## src/pkg/acbsc_params.svh

```systemverilog
`ifndef ACBSC_PARAMS_SVH
`define ACBSC_PARAMS_SVH
`define ACBSC_IR_W 10
`define ACBSC_IR_PULSE 10'h08F
`define ACBSC_IR_TRAIN 10'h04F
`define ACBSC_IR_EXTEST 10'h000
`define ACBSC_IR_BYPASS 10'h3FF
`define ACBSC_IR_RESET 10'h3FF
`define ACBSC_IR_CAPTURE 10'h001
`define ACBSC_NCELLS 4
`define ACBSC_NPINS 2
`endif

```

## src/pkg/acbsc_pkg.sv

```systemverilog
package acbsc_pkg;
	typedef enum logic [3:0] {
		TEST_LOGIC_RESET, RUN_TEST_IDLE, SELECT_DR, CAPTURE_DR, SHIFT_DR, EXIT1_DR,
		PAUSE_DR, EXIT2_DR, UPDATE_DR, SELECT_IR, CAPTURE_IR, SHIFT_IR, EXIT1_IR,
		PAUSE_IR, EXIT2_IR, UPDATE_IR
	} acbsc_tap_t;
	typedef enum logic [1:0] {ACBSC_MODE_FUNC, ACBSC_MODE_EXTEST, ACBSC_MODE_PULSE,
		ACBSC_MODE_TRAIN} acbsc_mode_t;
endpackage

```

## src/core/acbsc_ctrl.sv

```systemverilog
`timescale 1ns/1ps
`include "acbsc_params.svh"
module acbsc_ctrl
	import acbsc_pkg::*;
(
	input wire logic clk,
	input wire logic reset,
	input wire logic ce,
	input wire logic tck,
	input wire logic tms,
	input wire logic tdi,
	input wire logic trst_n,
	input wire logic config_done,
	input wire logic [`ACBSC_NCELLS-1:0] core_out,
	input wire logic [`ACBSC_NPINS-1:0] core_tx,
	input wire logic [`ACBSC_NCELLS-1:0] pin_in,
	output logic tdo,
	output logic tdo_oe_n,
	output logic [`ACBSC_NCELLS-1:0] pin_out,
	output logic [`ACBSC_NPINS-1:0] serial_transceiver_pins,
	output acbsc_pkg::acbsc_mode_t mode,
	output acbsc_pkg::acbsc_tap_t tap_state
);
	import acbsc_pkg::*;

	localparam int BSR_W = `ACBSC_NCELLS + `ACBSC_NPINS;

	logic [1:0] tck_sync_q, tck_sync_d;
	logic [1:0] tms_sync_q, tms_sync_d;
	logic [1:0] tdi_sync_q, tdi_sync_d;
	logic [1:0] trst_sync_q, trst_sync_d;
	logic [1:0] cfg_sync_q, cfg_sync_d;
	logic tck_prev_q, tck_prev_d;
	logic tck_rise, tck_fall;
	acbsc_tap_t st;

	logic [`ACBSC_IR_W-1:0] ir_sh_q, ir_sh_d, ir_q, ir_d;
	logic [BSR_W-1:0] bsr_sh_q, bsr_sh_d, bsr_upd_q, bsr_upd_d;
	logic byp_q, byp_d;
	logic tdo_q, tdo_d, tdo_oe_n_q, tdo_oe_n_d;
	logic [`ACBSC_NPINS-1:0] tx_q, tx_d;
	logic [`ACBSC_NCELLS-1:0] pin_q, pin_d;
	logic inv_q, inv_d;
	logic upd_pend_q, upd_pend_d;
	acbsc_mode_t mode_c, mode_n;

	// TCK, TMS, TDI, TRST_N and config_done pass two flops before any logic reads them; core_out, core_tx and pin_in do not.
	always_comb begin
		tck_sync_d = {tck_sync_q[0], tck};
		tms_sync_d = {tms_sync_q[0], tms};
		tdi_sync_d = {tdi_sync_q[0], tdi};
		trst_sync_d = {trst_sync_q[0], trst_n};
		cfg_sync_d = {cfg_sync_q[0], config_done};
		tck_prev_d = tck_sync_q[1];
	end

	assign tck_rise = tck_sync_q[1] & ~tck_prev_q;
	assign tck_fall = ~tck_sync_q[1] & tck_prev_q;

	acbsc_tap_fsm u_fsm (
		.clk(clk),
		.reset(reset),
		.ce(ce),
		.tck_rise(tck_rise),
		.tms_s(tms_sync_q[1]),
		.trst_n_s(trst_sync_q[1]),
		.state(st)
	);

	always_comb begin
		if (ir_q == `ACBSC_IR_PULSE && cfg_sync_q[1]) begin
			mode_c = ACBSC_MODE_PULSE;
		end else if (ir_q == `ACBSC_IR_TRAIN && cfg_sync_q[1]) begin
			mode_c = ACBSC_MODE_TRAIN;
		end else if (ir_q == `ACBSC_IR_EXTEST) begin
			mode_c = ACBSC_MODE_EXTEST;
		end else begin
			mode_c = ACBSC_MODE_FUNC;
		end
	end

	// Decode of the instruction that takes effect at this edge, so that Update-IR drives it.
	always_comb begin
		if (ir_d == `ACBSC_IR_PULSE && cfg_sync_q[1]) begin
			mode_n = ACBSC_MODE_PULSE;
		end else if (ir_d == `ACBSC_IR_TRAIN && cfg_sync_q[1]) begin
			mode_n = ACBSC_MODE_TRAIN;
		end else if (ir_d == `ACBSC_IR_EXTEST) begin
			mode_n = ACBSC_MODE_EXTEST;
		end else begin
			mode_n = ACBSC_MODE_FUNC;
		end
	end

	// Capture and shift of instruction and data registers on rising TCK, update on falling TCK.
	always_comb begin
		ir_sh_d = ir_sh_q;
		ir_d = ir_q;
		bsr_sh_d = bsr_sh_q;
		bsr_upd_d = bsr_upd_q;
		byp_d = byp_q;
		if (st == TEST_LOGIC_RESET) begin
			ir_d = `ACBSC_IR_RESET;
		end
		if (tck_rise) begin
			case (st)
				CAPTURE_IR: ir_sh_d = `ACBSC_IR_CAPTURE;
				SHIFT_IR: ir_sh_d = {tdi_sync_q[1], ir_sh_q[`ACBSC_IR_W-1:1]};
				CAPTURE_DR: begin
					bsr_sh_d = {core_tx, pin_in};
					byp_d = 1'b0;
				end
				SHIFT_DR: begin
					bsr_sh_d = {tdi_sync_q[1], bsr_sh_q[BSR_W-1:1]};
					byp_d = tdi_sync_q[1];
				end
				default: begin
				end
			endcase
		end
		if (tck_fall) begin
			case (st)
				UPDATE_IR: ir_d = ir_sh_q;
				UPDATE_DR: bsr_upd_d = bsr_sh_q;
				default: begin
				end
			endcase
		end
	end

	// Test data output changes on falling TCK, driven only while shifting.
	always_comb begin
		tdo_d = tdo_q;
		tdo_oe_n_d = tdo_oe_n_q;
		if (tck_fall) begin
			tdo_oe_n_d = ~(st == SHIFT_IR || st == SHIFT_DR);
			if (st == SHIFT_IR) begin
				tdo_d = ir_sh_q[0];
			end else if (st == SHIFT_DR) begin
				tdo_d = (ir_q == `ACBSC_IR_BYPASS) ? byp_q : bsr_sh_q[0];
			end
		end
	end

	// Transceiver transitions under the edge-detecting instructions.
	always_comb begin
		inv_d = inv_q;
		upd_pend_d = upd_pend_q;
		if (tck_fall) begin
			upd_pend_d = 1'b0;
			if (mode_n == ACBSC_MODE_PULSE || mode_n == ACBSC_MODE_TRAIN) begin
				if (st == UPDATE_IR || st == UPDATE_DR) begin
					inv_d = 1'b0;
				end else if (st == RUN_TEST_IDLE) begin
					inv_d = (mode_n == ACBSC_MODE_TRAIN) ? ~inv_q : 1'b1;
				end else begin
					inv_d = 1'b0;
				end
			end else begin
				inv_d = 1'b0;
			end
		end
	end

	always_comb begin
		tx_d = tx_q;
		pin_d = pin_q;
		if (mode_n == ACBSC_MODE_FUNC) begin
			tx_d = core_tx;
			pin_d = core_out;
		end else if (tck_fall) begin
			pin_d = bsr_upd_d[`ACBSC_NCELLS-1:0];
			tx_d = bsr_upd_d[BSR_W-1:`ACBSC_NCELLS] ^ {`ACBSC_NPINS{inv_d}};
		end
	end

	always_ff @(posedge clk or posedge reset) begin
		if (reset) begin
			tck_sync_q <= 2'h0;
			tms_sync_q <= 2'h3;
			tdi_sync_q <= 2'h3;
			trst_sync_q <= 2'h0;
			cfg_sync_q <= 2'h0;
			tck_prev_q <= 1'b0;
			ir_sh_q <= `ACBSC_IR_RESET;
			ir_q <= `ACBSC_IR_RESET;
			bsr_sh_q <= '0;
			bsr_upd_q <= '0;
			byp_q <= 1'b0;
			tdo_q <= 1'b0;
			tdo_oe_n_q <= 1'b1;
			tx_q <= '0;
			pin_q <= '0;
			inv_q <= 1'b0;
			upd_pend_q <= 1'b0;
		end else if (ce) begin
			tck_sync_q <= tck_sync_d;
			tms_sync_q <= tms_sync_d;
			tdi_sync_q <= tdi_sync_d;
			trst_sync_q <= trst_sync_d;
			cfg_sync_q <= cfg_sync_d;
			tck_prev_q <= tck_prev_d;
			ir_sh_q <= ir_sh_d;
			ir_q <= ir_d;
			bsr_sh_q <= bsr_sh_d;
			bsr_upd_q <= bsr_upd_d;
			byp_q <= byp_d;
			tdo_q <= tdo_d;
			tdo_oe_n_q <= tdo_oe_n_d;
			tx_q <= tx_d;
			pin_q <= pin_d;
			inv_q <= inv_d;
			upd_pend_q <= upd_pend_d;
		end
	end

	assign tdo = tdo_q;
	assign tdo_oe_n = tdo_oe_n_q;
	assign pin_out = pin_q;
	assign serial_transceiver_pins = tx_q;
	assign mode = mode_c;
	assign tap_state = st;
endmodule

```

## src/core/acbsc_tap_fsm.sv

```systemverilog
`timescale 1ns/1ps
module acbsc_tap_fsm
	import acbsc_pkg::*;
(
	input wire logic clk,
	input wire logic reset,
	input wire logic ce,
	input wire logic tck_rise,
	input wire logic tms_s,
	input wire logic trst_n_s,
	output acbsc_pkg::acbsc_tap_t state
);
	acbsc_tap_t state_q, state_d;

	always_comb begin
		state_d = state_q;
		if (!trst_n_s) begin
			state_d = TEST_LOGIC_RESET;
		end else if (tck_rise) begin
			case (state_q)
				TEST_LOGIC_RESET: state_d = tms_s ? TEST_LOGIC_RESET : RUN_TEST_IDLE;
				RUN_TEST_IDLE: state_d = tms_s ? SELECT_DR : RUN_TEST_IDLE;
				SELECT_DR: state_d = tms_s ? SELECT_IR : CAPTURE_DR;
				CAPTURE_DR: state_d = tms_s ? EXIT1_DR : SHIFT_DR;
				SHIFT_DR: state_d = tms_s ? EXIT1_DR : SHIFT_DR;
				EXIT1_DR: state_d = tms_s ? UPDATE_DR : PAUSE_DR;
				PAUSE_DR: state_d = tms_s ? EXIT2_DR : PAUSE_DR;
				EXIT2_DR: state_d = tms_s ? UPDATE_DR : SHIFT_DR;
				UPDATE_DR: state_d = tms_s ? SELECT_DR : RUN_TEST_IDLE;
				SELECT_IR: state_d = tms_s ? TEST_LOGIC_RESET : CAPTURE_IR;
				CAPTURE_IR: state_d = tms_s ? EXIT1_IR : SHIFT_IR;
				SHIFT_IR: state_d = tms_s ? EXIT1_IR : SHIFT_IR;
				EXIT1_IR: state_d = tms_s ? UPDATE_IR : PAUSE_IR;
				PAUSE_IR: state_d = tms_s ? EXIT2_IR : PAUSE_IR;
				EXIT2_IR: state_d = tms_s ? UPDATE_IR : SHIFT_IR;
				UPDATE_IR: state_d = tms_s ? SELECT_DR : RUN_TEST_IDLE;
				default: state_d = TEST_LOGIC_RESET;
			endcase
		end
	end

	always_ff @(posedge clk or posedge reset) begin
		if (reset) begin
			state_q <= TEST_LOGIC_RESET;
		end else if (ce) begin
			state_q <= state_d;
		end
	end

	assign state = state_q;
endmodule

```

## config.mk

```make
export PLATFORM = sky130hd
export DESIGN_NAME = acbsc_ctrl
export DESIGN_NICKNAME = d
export VERILOG_FILES = /design/src/pkg/acbsc_pkg.sv /design/src/core/acbsc_ctrl.sv /design/src/core/acbsc_tap_fsm.sv
export VERILOG_INCLUDE_DIRS = /design/src /design/src/pkg
export SDC_FILE = /design/constraint.sdc
export NUM_CORES = 1
export LEC_CHECK = 0
export ABC_AREA = 1
export BUFFER_PORTS_ARGS = -buffer_cell sky130_fd_sc_hd__buf_4
export CORE_MARGIN = 5
export CORE_UTILIZATION = 39
export DETAILED_ROUTE_END_ITERATION = 7
export PLACE_DENSITY_LB_ADDON = 0.2
export SYNTH_ARGS = -nofsm -noshare
export SYNTH_HDL_FRONTEND = slang
export SYNTH_SLANG_ARGS = --single-unit
```

## constraint.sdc

```tcl
create_clock -name clk -period 4.2 [get_ports clk]
set_clock_uncertainty 0.2 [all_clocks]
set_input_delay 0.21 -clock clk [delete_from_list [all_inputs] [get_ports clk]]
set_output_delay 0.21 -clock clk [all_outputs]
set_load 0.05 [all_outputs]
```

### Yosys cells after proc, flatten, opt, wreduce, memory -nomap -nowiden

Index checks and enable logic that the tools add are counted.

* output and inout port bits: 14
* bits in registers: 57
* input bits: 18
* word-level logic and storage cells: 112

* equal/unequal tests: 23
* bitwise logic cells: 7
* reduce and logical (&&, ||, !) cells: 24
* muxes and demuxes: 41

Operators with widths (number)
* $pmux W4 S12: 1
* $eq A4 B4 Y1 const B: 8
* $mux W4: 8
* $mux W10: 3
* $eq A10 B7 Y1 const B: 2
* $eq A10 B8 Y1 const B: 2
* $logic_not A10 Y1: 2
* $pmux W10 S2: 1
* $mux W2: 9
* $eq A4 B3 Y1 const B: 4
* $mux W1: 13
* $mux W6: 2
* $pmux W6 S2: 1
* $eq A10 B10 Y1 const B: 1
* $reduce_and A3 Y1: 3
* $eq A4 B2 Y1 const B: 2
* $reduce_bool A2 Y1: 4
* $mux W3: 2
* $reduce_and A2 Y1: 3
* $eq A2 B2 Y1 const B: 2
* $eq A4 B1 Y1 const B: 1
* $logic_and A1 B1 Y1: 4
* $logic_not A4 Y1: 1
* $not A1 Y1: 4
* other kinds (8): 12

### Longest topological paths before layout

Gate-level depths: netlist (run 1).

* depth after elaboration: 17
* gate-level depth with buffers: 19
* gate-level depth less buffers: 18

### Cells and area by module

Synthesis (run 1) repeated with hierarchy kept, for this count alone.

* cells, all modules: 452
* area total of the unflattened synthesis: 3231.8 µm²

Modules (own cells, without submodules)
* acbsc_ctrl: sequential area each 1357.6 µm², instances 1, cells an instance 375, area each 2820.2 µm²
* acbsc_tap_fsm: sequential area each 100.1 µm², instances 1, cells an instance 77, area each 411.6 µm²

### Worst setup path after synthesis (run 1)

Ideal clock, no wire load.

* path type: register to output
* start: register ir_q[2]
* end: output port mode[0]
* data arrival time: 2.291 ns
* data required time: 3.790 ns
* stages on the path, launching flop included: 5
* path slack: 1.499 ns
* path buffers: 0
* path through: dfstp_2 > inv_1 > nor4_1 > nand4_1 > a211oi_1

* cells in the longest elaborated chain, start to end: 4
* elaborated cells between the ends (all ways): 8
* those cells by class: eq/ne: 2; mux: 3; reduce/logical: 3

Ends and longest elaborated chain
* from (decl): line acbsc_ctrl.sv:37 `` logic [`ACBSC_IR_W-1:0] ir_sh_q, ir_sh_d, ir_q, ir_d; ``
* from (signal assigned): line acbsc_ctrl.sv:186 `` ir_q <= `ACBSC_IR_RESET; ``
* from (signal assigned): line acbsc_ctrl.sv:204 `ir_q <= ir_d;`
* $logic_not A10 Y1 (no source line) / $eq A10 B7 Y1 (equally long branches)
* $mux W1 / $logic_and A1 B1 Y1 (equally long branches): line acbsc_ctrl.sv:75, acbsc_ctrl.sv:73
* $mux W2: line acbsc_ctrl.sv:73 `` end else if (ir_q == `ACBSC_IR_TRAIN && cfg_sync_q[1]) begin ``
* $mux W2 (*): line acbsc_ctrl.sv:71 `` if (ir_q == `ACBSC_IR_PULSE && cfg_sync_q[1]) begin ``
* to (decl): line acbsc_ctrl.sv:21 `output acbsc_pkg::acbsc_mode_t mode,`

Every way passes the cells marked *; elsewhere a longest branch is shown, timed or not.

### Worst setup path after layout (run 1)

* start: register u_fsm.state_q[0], in the netlist u_fsm.state[0]
* end: register tx_q[0], in the netlist serial_transceiver_pins[0]

* cells in the longest elaborated chain, start to end: 17
* elaborated cells between the ends (all ways): 32
* those cells by class: eq/ne: 7; mux: 15; bitwise: 1; reduce/logical: 9

Ends and longest elaborated chain
* from (decl): line acbsc_tap_fsm.sv:13 `acbsc_tap_t state_q, state_d;`
* from (signal assigned): line acbsc_tap_fsm.sv:46 `state_q <= state_d;`
* $logic_not A4 Y1: line acbsc_ctrl.sv:102 `if (st == TEST_LOGIC_RESET) begin`
* $mux W10: line acbsc_ctrl.sv:102
* $mux W10: line acbsc_ctrl.sv:122 `case (st)`
* $mux W10: line acbsc_ctrl.sv:121 `if (tck_fall) begin`
* $logic_not A10 Y1 (no source line) / $eq A10 B7 Y1 (equally long branches)
* $mux W1 / $logic_and A1 B1 Y1 (equally long branches): line acbsc_ctrl.sv:88, acbsc_ctrl.sv:86
* $mux W2: line acbsc_ctrl.sv:86 `` end else if (ir_d == `ACBSC_IR_TRAIN && cfg_sync_q[1]) begin ``
* $mux W2: line acbsc_ctrl.sv:84 `` if (ir_d == `ACBSC_IR_PULSE && cfg_sync_q[1]) begin ``
* $eq A2 B2 Y1: line acbsc_ctrl.sv:151, acbsc_ctrl.sv:155
* $mux W1: line acbsc_ctrl.sv:155 `inv_d = (mode_n == ACBSC_MODE_TRAIN) ? ~inv_q : 1'b1;`
* $mux W1: line acbsc_ctrl.sv:154 `end else if (st == RUN_TEST_IDLE) begin`
* $mux W1: line acbsc_ctrl.sv:152 `if (st == UPDATE_IR || st == UPDATE_DR) begin`
* $mux W1: line acbsc_ctrl.sv:151 `if (mode_n == ACBSC_MODE_PULSE || mode_n == ACBSC_MODE_TRAIN) begin`
* $mux W1: line acbsc_ctrl.sv:149 `if (tck_fall) begin`
* $xor A2 B2 Y2: line acbsc_ctrl.sv:173 `` tx_d = bsr_upd_d[BSR_W-1:`ACBSC_NCELLS] ^ {`ACBSC_NPINS{inv_d}}; ``
* $mux W2: line acbsc_ctrl.sv:171 `end else if (tck_fall) begin`
* $mux W2: line acbsc_ctrl.sv:168 `if (mode_n == ACBSC_MODE_FUNC) begin`
* to (signal assigned): line acbsc_ctrl.sv:210 `tx_q <= tx_d;`
* to (decl): line acbsc_ctrl.sv:41 `` logic [`ACBSC_NPINS-1:0] tx_q, tx_d; ``

Several ways; a longest one is shown, not always the timed one. The select of a mux whose other input is x is not followed.
A chain may end at the register's enable or synchronous reset.

==> summary.txt, run 1 <==
Clock network
  • Max clock buf depth: 2
  • CTS sink count: 57
  • # H-tree levels: 3
  • Clock latency at the later pin of the worst-skew pair: 0.34 ns
  • Root buf cell: clkbuf_8
  • TritonCTS clock tree: yes
  • Cts bufs inserted: 9
  • Post_cts resized: 0
  • Clock-pin slew on the worst setup and hold paths: 0.07 ns

Setup path
  • Startpoint types: flop
  • Critical Path Sink Type: flop
  • R2r startpoint: u_fsm.state[0]$_DFFE_PP0P_
  • Top cell family by delay on the critical path: simple AND/OR/NAND/NOR gates
  • Reg2reg setup slack: 1.41 ns
  • Crit path arrival time: 2.81 ns
  • CP Buf/Inv Count: 2
  • Critical path fanouts, max: 15
  • R2R cell count: 14
  • WP data required: 4.23 ns
  • Worst reg2reg path endpoint: serial_transceiver_pins[0]$_DFFE_PP0P_
  • Critical Path Most Common Cell: nand2_1
  • Crit. path cell count: 14
  • Worst Setup Path Type: flop to flop
  • Slowest stage delay, CP: 0.66 ns
  • Critical path, cell by cell: nand2_4 > nor2_8 > nand2_4 > nand2_1 > nand2_1 > inv_1 > nor2_1 > o21ai_2 > nand2_1 > or2_1 > nand2_1 > inv_1 > nand2_1 > nand2_1
  • Crit-path slowest cell: dfrtp_1

Final layout
  • Nets: 500
  • Layout cells sized above 1: 22.6%
  • Sequential cell area: 1460 sq um
  • Area Growth Syn to Fin: 20.4%
  • Final Instance Area: 3920 sq um
  • Area of the multi-input gates: 1510 sq um
  • Ant. Diodes: 0
  • Fill cells: 824
  • Commonest non-fill, non-tap cell in the layout: nand2_1
  • Most frequent cells in the layout: nand2_1, inv_1, o21ai_0, buf_4, dfrtp_1

Synth
  • Synthesis Warnings: 0
  • Netlist cell types: 36
  • #FFs+latches synth: 57
  • FFs w/ async S/R, synth: 100%
  • Post-synth EDFFs: 0
  • Syn Inst Count: 435
  • Sequential area share after synthesis: 44.8%
  • Synth Cell Area: 3250 sq um
  • Ys flop type: dfrtp_1
  • Post-synthesis area per instance: 7.48 sq um
  • Synth Net Count: 453

Timing
  • Final hold slack: 0.0140 ns
  • Final period util: 66.3%
  • Post-Route Setup TNS: 0 ns
  • Fmax: 359 MHz
  • Tmin final: 2.79 ns
  • Final setup viols: 0
  • PnR worst setup slack: 1.41 ns
  • Final Hold Violating Endpoints: 0
  • Max Slew Vio Count: 0
  • Slew headroom: 45.0%
  • Worst-Margin Slew: 0.824 ns
  • Unrepaired setup endpoints after global routing: no

Global routing
  • Vias in the first global route: 2906
  • First-pass GRT wire length: 13700 microns
  • Initial antenna violation count: 0
  • Overall routing resource usage: 17.0%
  • Largest net degree at the start of global routing: 38
  • Overflow after GRT: 0

Worst hold path
  • WHS Path Cells: 3
  • Hold Path Sink: tdi_sync_q[1]$_DFFE_PP1P_
  • Worst hold-check path type: input pin to flop
  • Hold_sp: ce

Flow run
  • Max-Cap Viols: 0

Floorplan
  • Die Height: 101 microns
  • Horiz. Die Dim: 101 microns
  • Die area: 10300 sq um
  • Starting Density: 39.8%
  • Ports: 32
  • Site Rows: 33
  • Core ar.: 8180 sq um

Routing
  • Post-Route WL: 7880 microns
  • Routed via count: 2896
  • DR vias/cell: 4.90
  • DRC viols: 0
  • DRT Pass-1 Iters: 4
  • Drt wl/cell: 13.3 microns
  • DRT antenna net count: 0
  • DR iter-0 viols: 172

Power
  • Max IR drop VDD: 0.000208 V
  • Overall power: 1.35 mW
  • Pwr/cell area: 344 nW/um^2
  • LEAKAGE: 1.99 nW

Outcome
  • Run status: completed

Placement
  • IO buf count: 31
  • RePlAce Congestion: 0.926
  • DP Area: 3560 sq um
  • Dpl hpwl: 5760 microns
  • Place WS: 1.43 ns
[cell type report]
class | instances | share of cell area (%)
Multi-Input combinational cell | 309 | 38.5
Tap cell | 105 | 3.35
Clock buffer | 12 | 3.96
Sequential cell | 57 | 37.2
Timing Repair Buffer | 49 | 10.4
Inverter | 56 | 5.50
Clock inverter | 3 | 1.02
[stage by stage]
| stage | util, % | std cells |
|---|---|---|
| after floorplan | - | 435 |
| after global placement | 43.6 | 560 |
| after detailed placement | 43.6 | 560 |
| after CTS | 47.9 | 591 |
| after global routing | 47.9 | 591 |
| final | 47.9 | 591 |
[state kept, by name (all words and copies together), names as in the netlist, 2 cells and up]
register,flops
bsr_sh_q,6
bsr_upd_q,6
cfg_sync_q,2
ir_q,10
ir_sh_q,10
pin_out,4
serial_transceiver_pins,2
tck_sync_q,2
tdi_sync_q,2
tms_sync_q,2
trst_sync_q,2
u_fsm.state,4
[cells by family (layout without fill, tap and decap cells)]
family	count (synthesis)	in the layout	synth area share (%)
AOI/OAI and AO/OA	75	75	13.7
DFF	57	57	44.8
muxes	4	4	1.23
and+or+nand+nor	230	230	31.4
buffers and inverters	69	120	8.81
[worst reg2reg max path, delay by kind of cell (launching register included)]
family,cells,cell delay (ns)
DFF,1,0.66
buffers and inverters,2,0.11
AOI/OAI and AO/OA,1,0.15
and+or+nand+nor,11,1.57
[metal layers]
| metal | global-route usage [%] | up-vias | wire length, microns |
|---|---|---|---|
| li1 | - | 1500 | - |
| met1 | 23.0 | 1329 | 3740 |
| met2 | 27.1 | 57 | 3650 |
| met3 | 4.06 | 10 | 378 |
| met4 | 5.11 | 0 | 112 |
| met5 | 0 | - | 0 |
[how the worst max path moves through the flow]
stage / start / endpoint / slack (ns)
6_report: u_fsm.state[0]$_DFFE_PP0P_ / serial_transceiver_pins[0]$_DFFE_PP0P_ / 1.41
5_1_grt: u_fsm.state[0]$_DFFE_PP0P_ / serial_transceiver_pins[1]$_DFFE_PP0P_ / 1.06
4_1_cts: u_fsm.state[0]$_DFFE_PP0P_ / serial_transceiver_pins[0]$_DFFE_PP0P_ / 1.42
3_5_place_dp: u_fsm.state[0]$_DFFE_PP0P_ / serial_transceiver_pins[0]$_DFFE_PP0P_ / 1.43
3_3_place_gp: u_fsm.state[0]$_DFFE_PP0P_ / serial_transceiver_pins[1]$_DFFE_PP0P_ / 1.48
2_1_floorplan: ir_q[2]$_DFFE_PP1P_ / mode[0] / 1.50
[Yosys cell counts (2+ instances only)]
cell	instances	area [sq um]
a21oi_1	7	35.0
a31oi_1	6	37.5
buf_4	2	15.0
buf_6	2	22.5
clkbuf_1	8	30.0
dfrtp_1	32	801
dfstp_2	25	657
inv_1	52	195
inv_2	3	11.3
mux2i_1	4	40.0
nand2_1	137	514
nand2_2	12	75.1
nand2_4	3	33.8
nand3_1	25	125
nand4_1	4	25.0
nor2_1	31	116
nor2_2	5	31.3
nor3_1	3	15.0
nor4_1	4	25.0
o21ai_0	38	190
o21ai_1	2	10.0
o21ai_2	9	78.8
o22ai_1	5	31.3
o31ai_1	3	22.5
or2_1	2	12.5
[what timing repair did]
action,4_1_cts,5_1_grt
setup buffers,0,0
hold endpoints to repair,26,0
hold buffers,16,0
[where the power goes]
| group | internal (mW) | leakage, nW | switching [mW] |
|---|---|---|---|
| logic | 0.0688 | 1.21 | 0.131 |
| clock network | 0.301 | 0.102 | 0.215 |
| registers | 0.599 | 0.677 | 0.0312 |
Power figures use the tool's default switching activity.
==> run 2, diff against run 1 <==
clock period = 2.7 ns   (was 4.2 ns; I/O delays follow)
==> run 2 against run 1 <==
Against the previous run: final cell count grew 2.5%; count of clock-buffer cells in the layout shrank 1; flip-flop and latch count is the same; critical path depth is the same; fmax grew 16%; sequential power grew 55%; core utilization grew 1.8 points; critical endpoint is now pin_out[1]$_DFFE_PP0P_.
==> summary.txt, run 2 (synthesis results as in run 1) <==
Outcome
  • Run status: completed

Power
  • Max IR drop VDD: 0.000315 V (+51%)
  • Pwr/cell area: 541 nW/um^2 (+58%)
  • LEAKAGE: 2.06 nW (+3.5%)
  • Overall power: 2.20 mW (+64%)

Routing
  • Drt wl/cell: 13.3 microns (-0.52%)
  • DR iter-0 viols: 168 (-2.3%)
  • DRT antenna net count: 0 (unchanged)
  • DRT Pass-1 Iters: 5 (+1)
  • Post-Route WL: 8040 microns (+2.0%)
  • DR vias/cell: 4.90 (about the same)
  • Routed via count: 2968 (+2.5%)
  • DRC viols: 0 (unchanged)

Final layout
  • Non-filler cells, final: 606 (+2.5%)
  • Most frequent cells in the layout: nand2_1, inv_1, buf_4, o21ai_0, dfrtp_1
  • Sequential cell area: 1460 sq um (unchanged)
  • Commonest non-fill, non-tap cell in the layout: nand2_1
  • Fill cells: 816 (-0.97%)
  • Area Growth Syn to Fin: 25.0%
  • Layout cells sized above 1: 23.8% (+1.1 points)
  • Ant. Diodes: 0 (unchanged)
  • Top flop regs: ir_q x10, ir_sh_q x10
  • Nets: 514 (+2.8%)
  • Area of the multi-input gates: 1510 sq um (+0.33%)

Timing
  • Post-Route Setup TNS: 0 ns (unchanged)
  • Final setup viols: 0 (unchanged)
  • Slew headroom: 59.7% (+15 points)
  • PnR worst setup slack: 0.293 ns (-1.12 ns)
  • Tmin final: 2.41 ns (-0.378 ns)
  • Final Hold Violating Endpoints: 0 (unchanged)
  • Unrepaired setup endpoints after global routing: no
  • Final period util: 89.2% (+23 points)
  • Max Slew Vio Count: 0 (unchanged)
  • Worst-Margin Slew: 0.598 ns (-0.227 ns)
  • Fmax: 415 MHz (+16%)

Setup path
  • Reg2reg setup slack: 0.29 ns (-1.12 ns)
  • Crit-path slowest cell: dfrtp_1
  • Crit path arrival time: 2.44 ns (-0.37 ns)
  • Slowest stage delay, CP: 0.53 ns (-0.13 ns)
  • Worst Setup Path Type: flop to flop
  • Critical path fanouts, max: 15 (unchanged)
  • Critical Path Sink Type: flop
  • Critical path, cell by cell: nand2_4 > nor2_8 > nand2_4 > nand2_1 > nand2_1 > inv_1 > nand2_1 > nor2_1 > nand2_1 > nand2_1 > buf_4 > nand2_2 > o21ai_2 > o21ai_2
  • WP data required: 2.73 ns (-1.50 ns)
  • Critical Path Most Common Cell: nand2_1
  • Startpoint types: flop

Global routing
  • First-pass GRT wire length: 13800 microns (+0.71%)
  • Overall routing resource usage: 17.2% (+0.18 points)
  • Largest net degree at the start of global routing: 31 (-18%)
  • Vias in the first global route: 2913 (+0.24%)
  • Initial antenna violation count: 0 (unchanged)
  • Overflow after GRT: 0 (unchanged)

Flow run
  • Max-Cap Viols: 0 (unchanged)

Placement
  • Place WS: 0.309 ns (-1.12 ns)
  • IO buf count: 31 (unchanged)
  • DP Cell Count: 568 (+1.4%)
  • RePlAce Congestion: 0.873 (-5.6%)
  • Dpl hpwl: 5870 microns (+1.9%)

Clock network
  • Root buf cell: clkbuf_8
  • # H-tree levels: 3 (unchanged)
  • Post-CTS Setup Bufs: 0 (unchanged)
  • TritonCTS clock tree: yes
  • Max clock buf depth: 2 (unchanged)
  • Clock latency at the later pin of the worst-skew pair: 0.34 ns (about the same)
  • Clock-pin slew on the worst setup and hold paths: 0.07 ns (about the same)
  • Cts bufs inserted: 9 (unchanged)
  • CTS sink count: 57 (unchanged)

Floorplan
  • Die area: 10300 sq um (unchanged)
  • Horiz. Die Dim: 101 microns (unchanged)
  • Die Height: 101 microns (unchanged)
  • Core ar.: 8180 sq um (unchanged)
  • Starting Density: 39.8% (unchanged)
  • Ports: 32 (unchanged)
  • Site Rows: 33 (unchanged)

Worst hold path
  • Worst hold-check path type: input pin to asynchronous set/reset pin
[run 2: area by class of cell]
cell class | count | share of cell area (%)
Multi-Input combinational cell | 309 | 37.2
Tap cell | 105 | 3.23
Inverter | 56 | 5.29
Sequential cell | 57 | 35.8
Timing Repair Buffer | 63 | 13.0
Clock inverter | 5 | 1.94
Clock buffer | 11 | 3.48
[run 2: path summary, 6_finish.rpt]
kind | start | to | cells past startpoint
worst min register to register | tdi_sync_q[0]$_DFFE_PP1P_ | tdi_sync_q[0]$_DFFE_PP1P_ | 2
worst max register to register | u_fsm.state[1]$_DFFE_PP0P_ | pin_out[1]$_DFFE_PP0P_ | 14
worst min-delay path | reset | cfg_sync_q[0]$_DFFE_PP0P_ | 3
max in group asynchronous | reset | ir_q[3]$_DFFE_PP1P_ | 4
worst max-delay path | u_fsm.state[1]$_DFFE_PP0P_ | pin_out[1]$_DFFE_PP0P_ | 14
min in group clk | tdi_sync_q[0]$_DFFE_PP1P_ | tdi_sync_q[0]$_DFFE_PP1P_ | 2
[run 2: power by group]
group | switching (mW) | internal, mW | total [mW]
Clock | 0.350 | 0.543 | 0.894
Sequential | 0.0435 | 0.932 | 0.975
Combinational | 0.212 | 0.121 | 0.332
[run 2: routing by layer]
metal	vias up	wire length [microns]	GRT usage (%)
met3	23	391	4.48
met2	79	3630	25.9
li1	1514	-	-
met5	-	0	0
met4	0	231	8.18
met1	1352	3790	23.0
[run 2: timing repair]
action | CTS | global route
hold buffers | 22 | 0
endpoints found under the hold margin | 46 | 0
endpoints found under the setup margin | 0 | 1
gates resized for setup | 0 | 1
[run 2: worst max-delay path, delay by kind of cell (launching register included)]
family                 cells  cell delay [ns]
AO/OA/AOI/OAI              2             0.14
buffers and inverters      2             0.26
flip-flops                 1             0.53
AND/OR/NAND/NOR           10             1.14
[run 2: per-stage QoR]
step | hold WS [ns] | util [%] | area, sq um
after floorplan | 0.0312 | - | 3250
after global placement | -0.0414 | 44.3 | 3620
after detailed placement | -0.0352 | 44.3 | 3620
after CTS | 0.147 | 49.7 | 4060
after global routing | 0.177 | 49.7 | 4070
final | 0.150 | 49.7 | 4070
==> run 3, diff against run 2 <==
CAP_MARGIN = 0   (was default)
REMOVE_ABC_BUFFERS = 1   (was default)
==> run 3 against run 2 <==
Against the previous run: sequential share of layout area rose by 0.39 points; non-clock buffer count fell by 3; sequential power barely moved; fmax rose by 0.63%; worst hold slack improved by 0.13 ns; first-iteration DRC count fell by 16%; worst setup slack improved by 0.015 ns; highest routed layer unchanged.
==> summary.txt, run 3 (synthesis results as in run 1) <==
Outcome
  • Run status: completed

Setup path
  • Critical path, cell by cell: nor2_2 > inv_2 > nor2_4 > nand2_1 > nand2_1 > inv_1 > nor2_1 > o21ai_2 > nand2_1 > buf_4 > nand2_2 > o21ai_2 > o21ai_2
  • Critical path fanouts, max: 8 (-7)
  • Crit path arrival time: 2.42 ns (-0.02 ns)
  • Startpoint types: flop
  • Top cell family by delay on the critical path: simple AND/OR/NAND/NOR gates
  • Crit-path slowest cell: dfrtp_1
  • Slowest stage delay, CP: 0.40 ns (-0.13 ns)
  • CP Buf/Inv Count: 3 (+1)
  • Worst Setup Path Type: flop to flop
  • Reg2reg setup slack: 0.31 ns (about the same)
  • Critical Path Sink Type: flop
  • WP data required: 2.73 ns (about the same)

Clock network
  • Clock-pin slew on the worst setup and hold paths: 0.07 ns (about the same)
  • Cts bufs inserted: 9 (unchanged)
  • # H-tree levels: 3 (unchanged)
  • CTS sink count: 57 (unchanged)
  • Clock latency at the later pin of the worst-skew pair: 0.34 ns (about the same)
  • Max clock buf depth: 2 (unchanged)
  • Root buf cell: clkbuf_8
  • TritonCTS clock tree: yes
  • Post-CTS Setup Bufs: 0 (unchanged)

Power
  • Pwr/cell area: 517 nW/um^2 (-4.6%)
  • Max IR drop VDD: 0.000281 V (-11%)
  • LEAKAGE: 2.02 nW (-1.6%)
  • Overall power: 2.08 mW (-5.6%)

Timing
  • Final Hold Violating Endpoints: 0 (unchanged)
  • Slew headroom: 42.6% (-17 points)
  • Final period util: 88.6% (-0.56 points)
  • Worst-Margin Slew: 0.860 ns (+0.263 ns)
  • Final hold slack: 0.275 ns (+0.125 ns)
  • Tmin final: 2.39 ns (-0.0150 ns)
  • Final setup viols: 0 (unchanged)
  • Unrepaired setup endpoints after global routing: no
  • Max Slew Vio Count: 0 (unchanged)
  • Fmax: 418 MHz (+0.63%)

Global routing
  • First-pass GRT wire length: 13900 microns (+0.70%)
  • Largest net degree at the start of global routing: 41 (+32%)
  • Overall routing resource usage: 17.3% (+0.14 points)
  • Vias in the first global route: 2883 (-1.0%)
  • Initial antenna violation count: 0 (unchanged)
  • Overflow after GRT: 0 (unchanged)

Routing
  • DR vias/cell: 4.92 (+0.50%)
  • DRT antenna net count: 0 (unchanged)
  • Drt wl/cell: 13.4 microns (+1.1%)
  • DRT Pass-1 Iters: 4 (-1)
  • Routed via count: 2968 (unchanged)
  • Post-Route WL: 8090 microns (+0.60%)
  • DR iter-0 viols: 141 (-16%)
  • DRC viols: 0 (unchanged)

Placement
  • RePlAce Congestion: 0.923 (+5.7%)
  • Dpl hpwl: 5800 microns (-1.2%)
  • DP Area: 3600 sq um (-0.62%)
  • DP Cell Count: 565 (-0.53%)
  • IO buf count: 31 (unchanged)

Final layout
  • Non-filler cells, final: 603 (-0.50%)
  • Sequential cell area: 1460 sq um (unchanged)
  • Top flop regs: ir_q x10, ir_sh_q x10
  • Ant. Diodes: 0 (unchanged)
  • Final Instance Area: 4020 sq um (-1.1%)
  • Area Growth Syn to Fin: 23.7%
  • Commonest non-fill, non-tap cell in the layout: nand2_1
  • Layout cells sized above 1: 23.9% (+0.14 points)
  • Area of the multi-input gates: 1530 sq um (+0.74%)
  • Fill cells: 815 (-0.12%)
  • Most frequent cells in the layout: nand2_1, inv_1, o21ai_0, buf_4, dfrtp_1
  • Nets: 511 (-0.58%)

Floorplan
  • Core ar.: 8180 sq um (unchanged)
  • Die Height: 101 microns (unchanged)
  • Starting Density: 39.8% (unchanged)
  • Site Rows: 33 (unchanged)
  • Ports: 32 (unchanged)
  • Horiz. Die Dim: 101 microns (unchanged)
  • Die area: 10300 sq um (unchanged)

Flow run
  • Max-Cap Viols: 0 (unchanged)

Worst hold path
  • Worst hold-check path type: flop to flop
## run 3: timing repair
item | CTS | global route
resized for setup | 0 | 4
endpoints found under the hold margin | 59 | 0
hold buffers | 22 | 0
setup endpoints to repair | 0 | 7
## run 3: where the power goes
group	switching (mW)	internal [mW]
logic	0.213	0.119
clock network	0.347	0.421
registers	0.0453	0.932
## run 3: per-stage QoR
stage | setup TNS, ns | setup WS [ns] | utilization, %
finish | 0 | 0.308 | 49.2
global route | 0 | 0.00483 | 49.2
CTS | 0 | 0.148 | 49.0
detailed placement | 0 | 0.234 | 44.0
global placement | 0 | 0.231 | 44.0
floorplan | -0.140 | -0.0702 | -
## run 3: per-layer routing
layer | track usage, % | share of wire, %
met5 | 0 | 0
met4 | 5.62 | 1.3
met3 | 3.99 | 3.8
met2 | 28.0 | 47
met1 | 23.0 | 48
## run 3: cell type report
cell class / instances / area share [%]
Clock buffer: 10 / 3.17
Clock inverter: 6 / 1.49
Inverter: 56 / 5.35
Multi-Input combinational cell: 309 / 37.9
Sequential cell: 57 / 36.2
Tap cell: 105 / 3.27
Timing Repair Buffer: 60 / 12.6
## run 3: final timing paths
path,cells past startpoint,endpoint,start
setup / recovery,13,pin_out[1]$_DFFE_PP0P_,tck_sync_q[1]$_DFFE_PP0P_
hold / removal,2,tms_sync_q[0]$_DFFE_PP1P_,tms_sync_q[0]$_DFFE_PP1P_
setup reg to reg,13,pin_out[1]$_DFFE_PP0P_,tck_sync_q[1]$_DFFE_PP0P_
hold reg to reg,2,tms_sync_q[0]$_DFFE_PP1P_,tms_sync_q[0]$_DFFE_PP1P_
max in group asynchronous,4,ir_sh_q[5]$_DFFE_PP1P_,reset
min in group asynchronous,3,bsr_sh_q[4]$_DFFE_PP0P_,reset
## run 3: worst register-to-register path, cell delays in order, from the launching register on
cell and delay (ns):
dfrtp_1 0.40, nor2_2 0.34, inv_2 0.10, nor2_4 0.16, nand2_1 0.08, nand2_1 0.12, inv_1 0.07, nor2_1 0.18
o21ai_2 0.09, nand2_1 0.13, buf_4 0.21, nand2_2 0.07, o21ai_2 0.06, o21ai_2 0.07
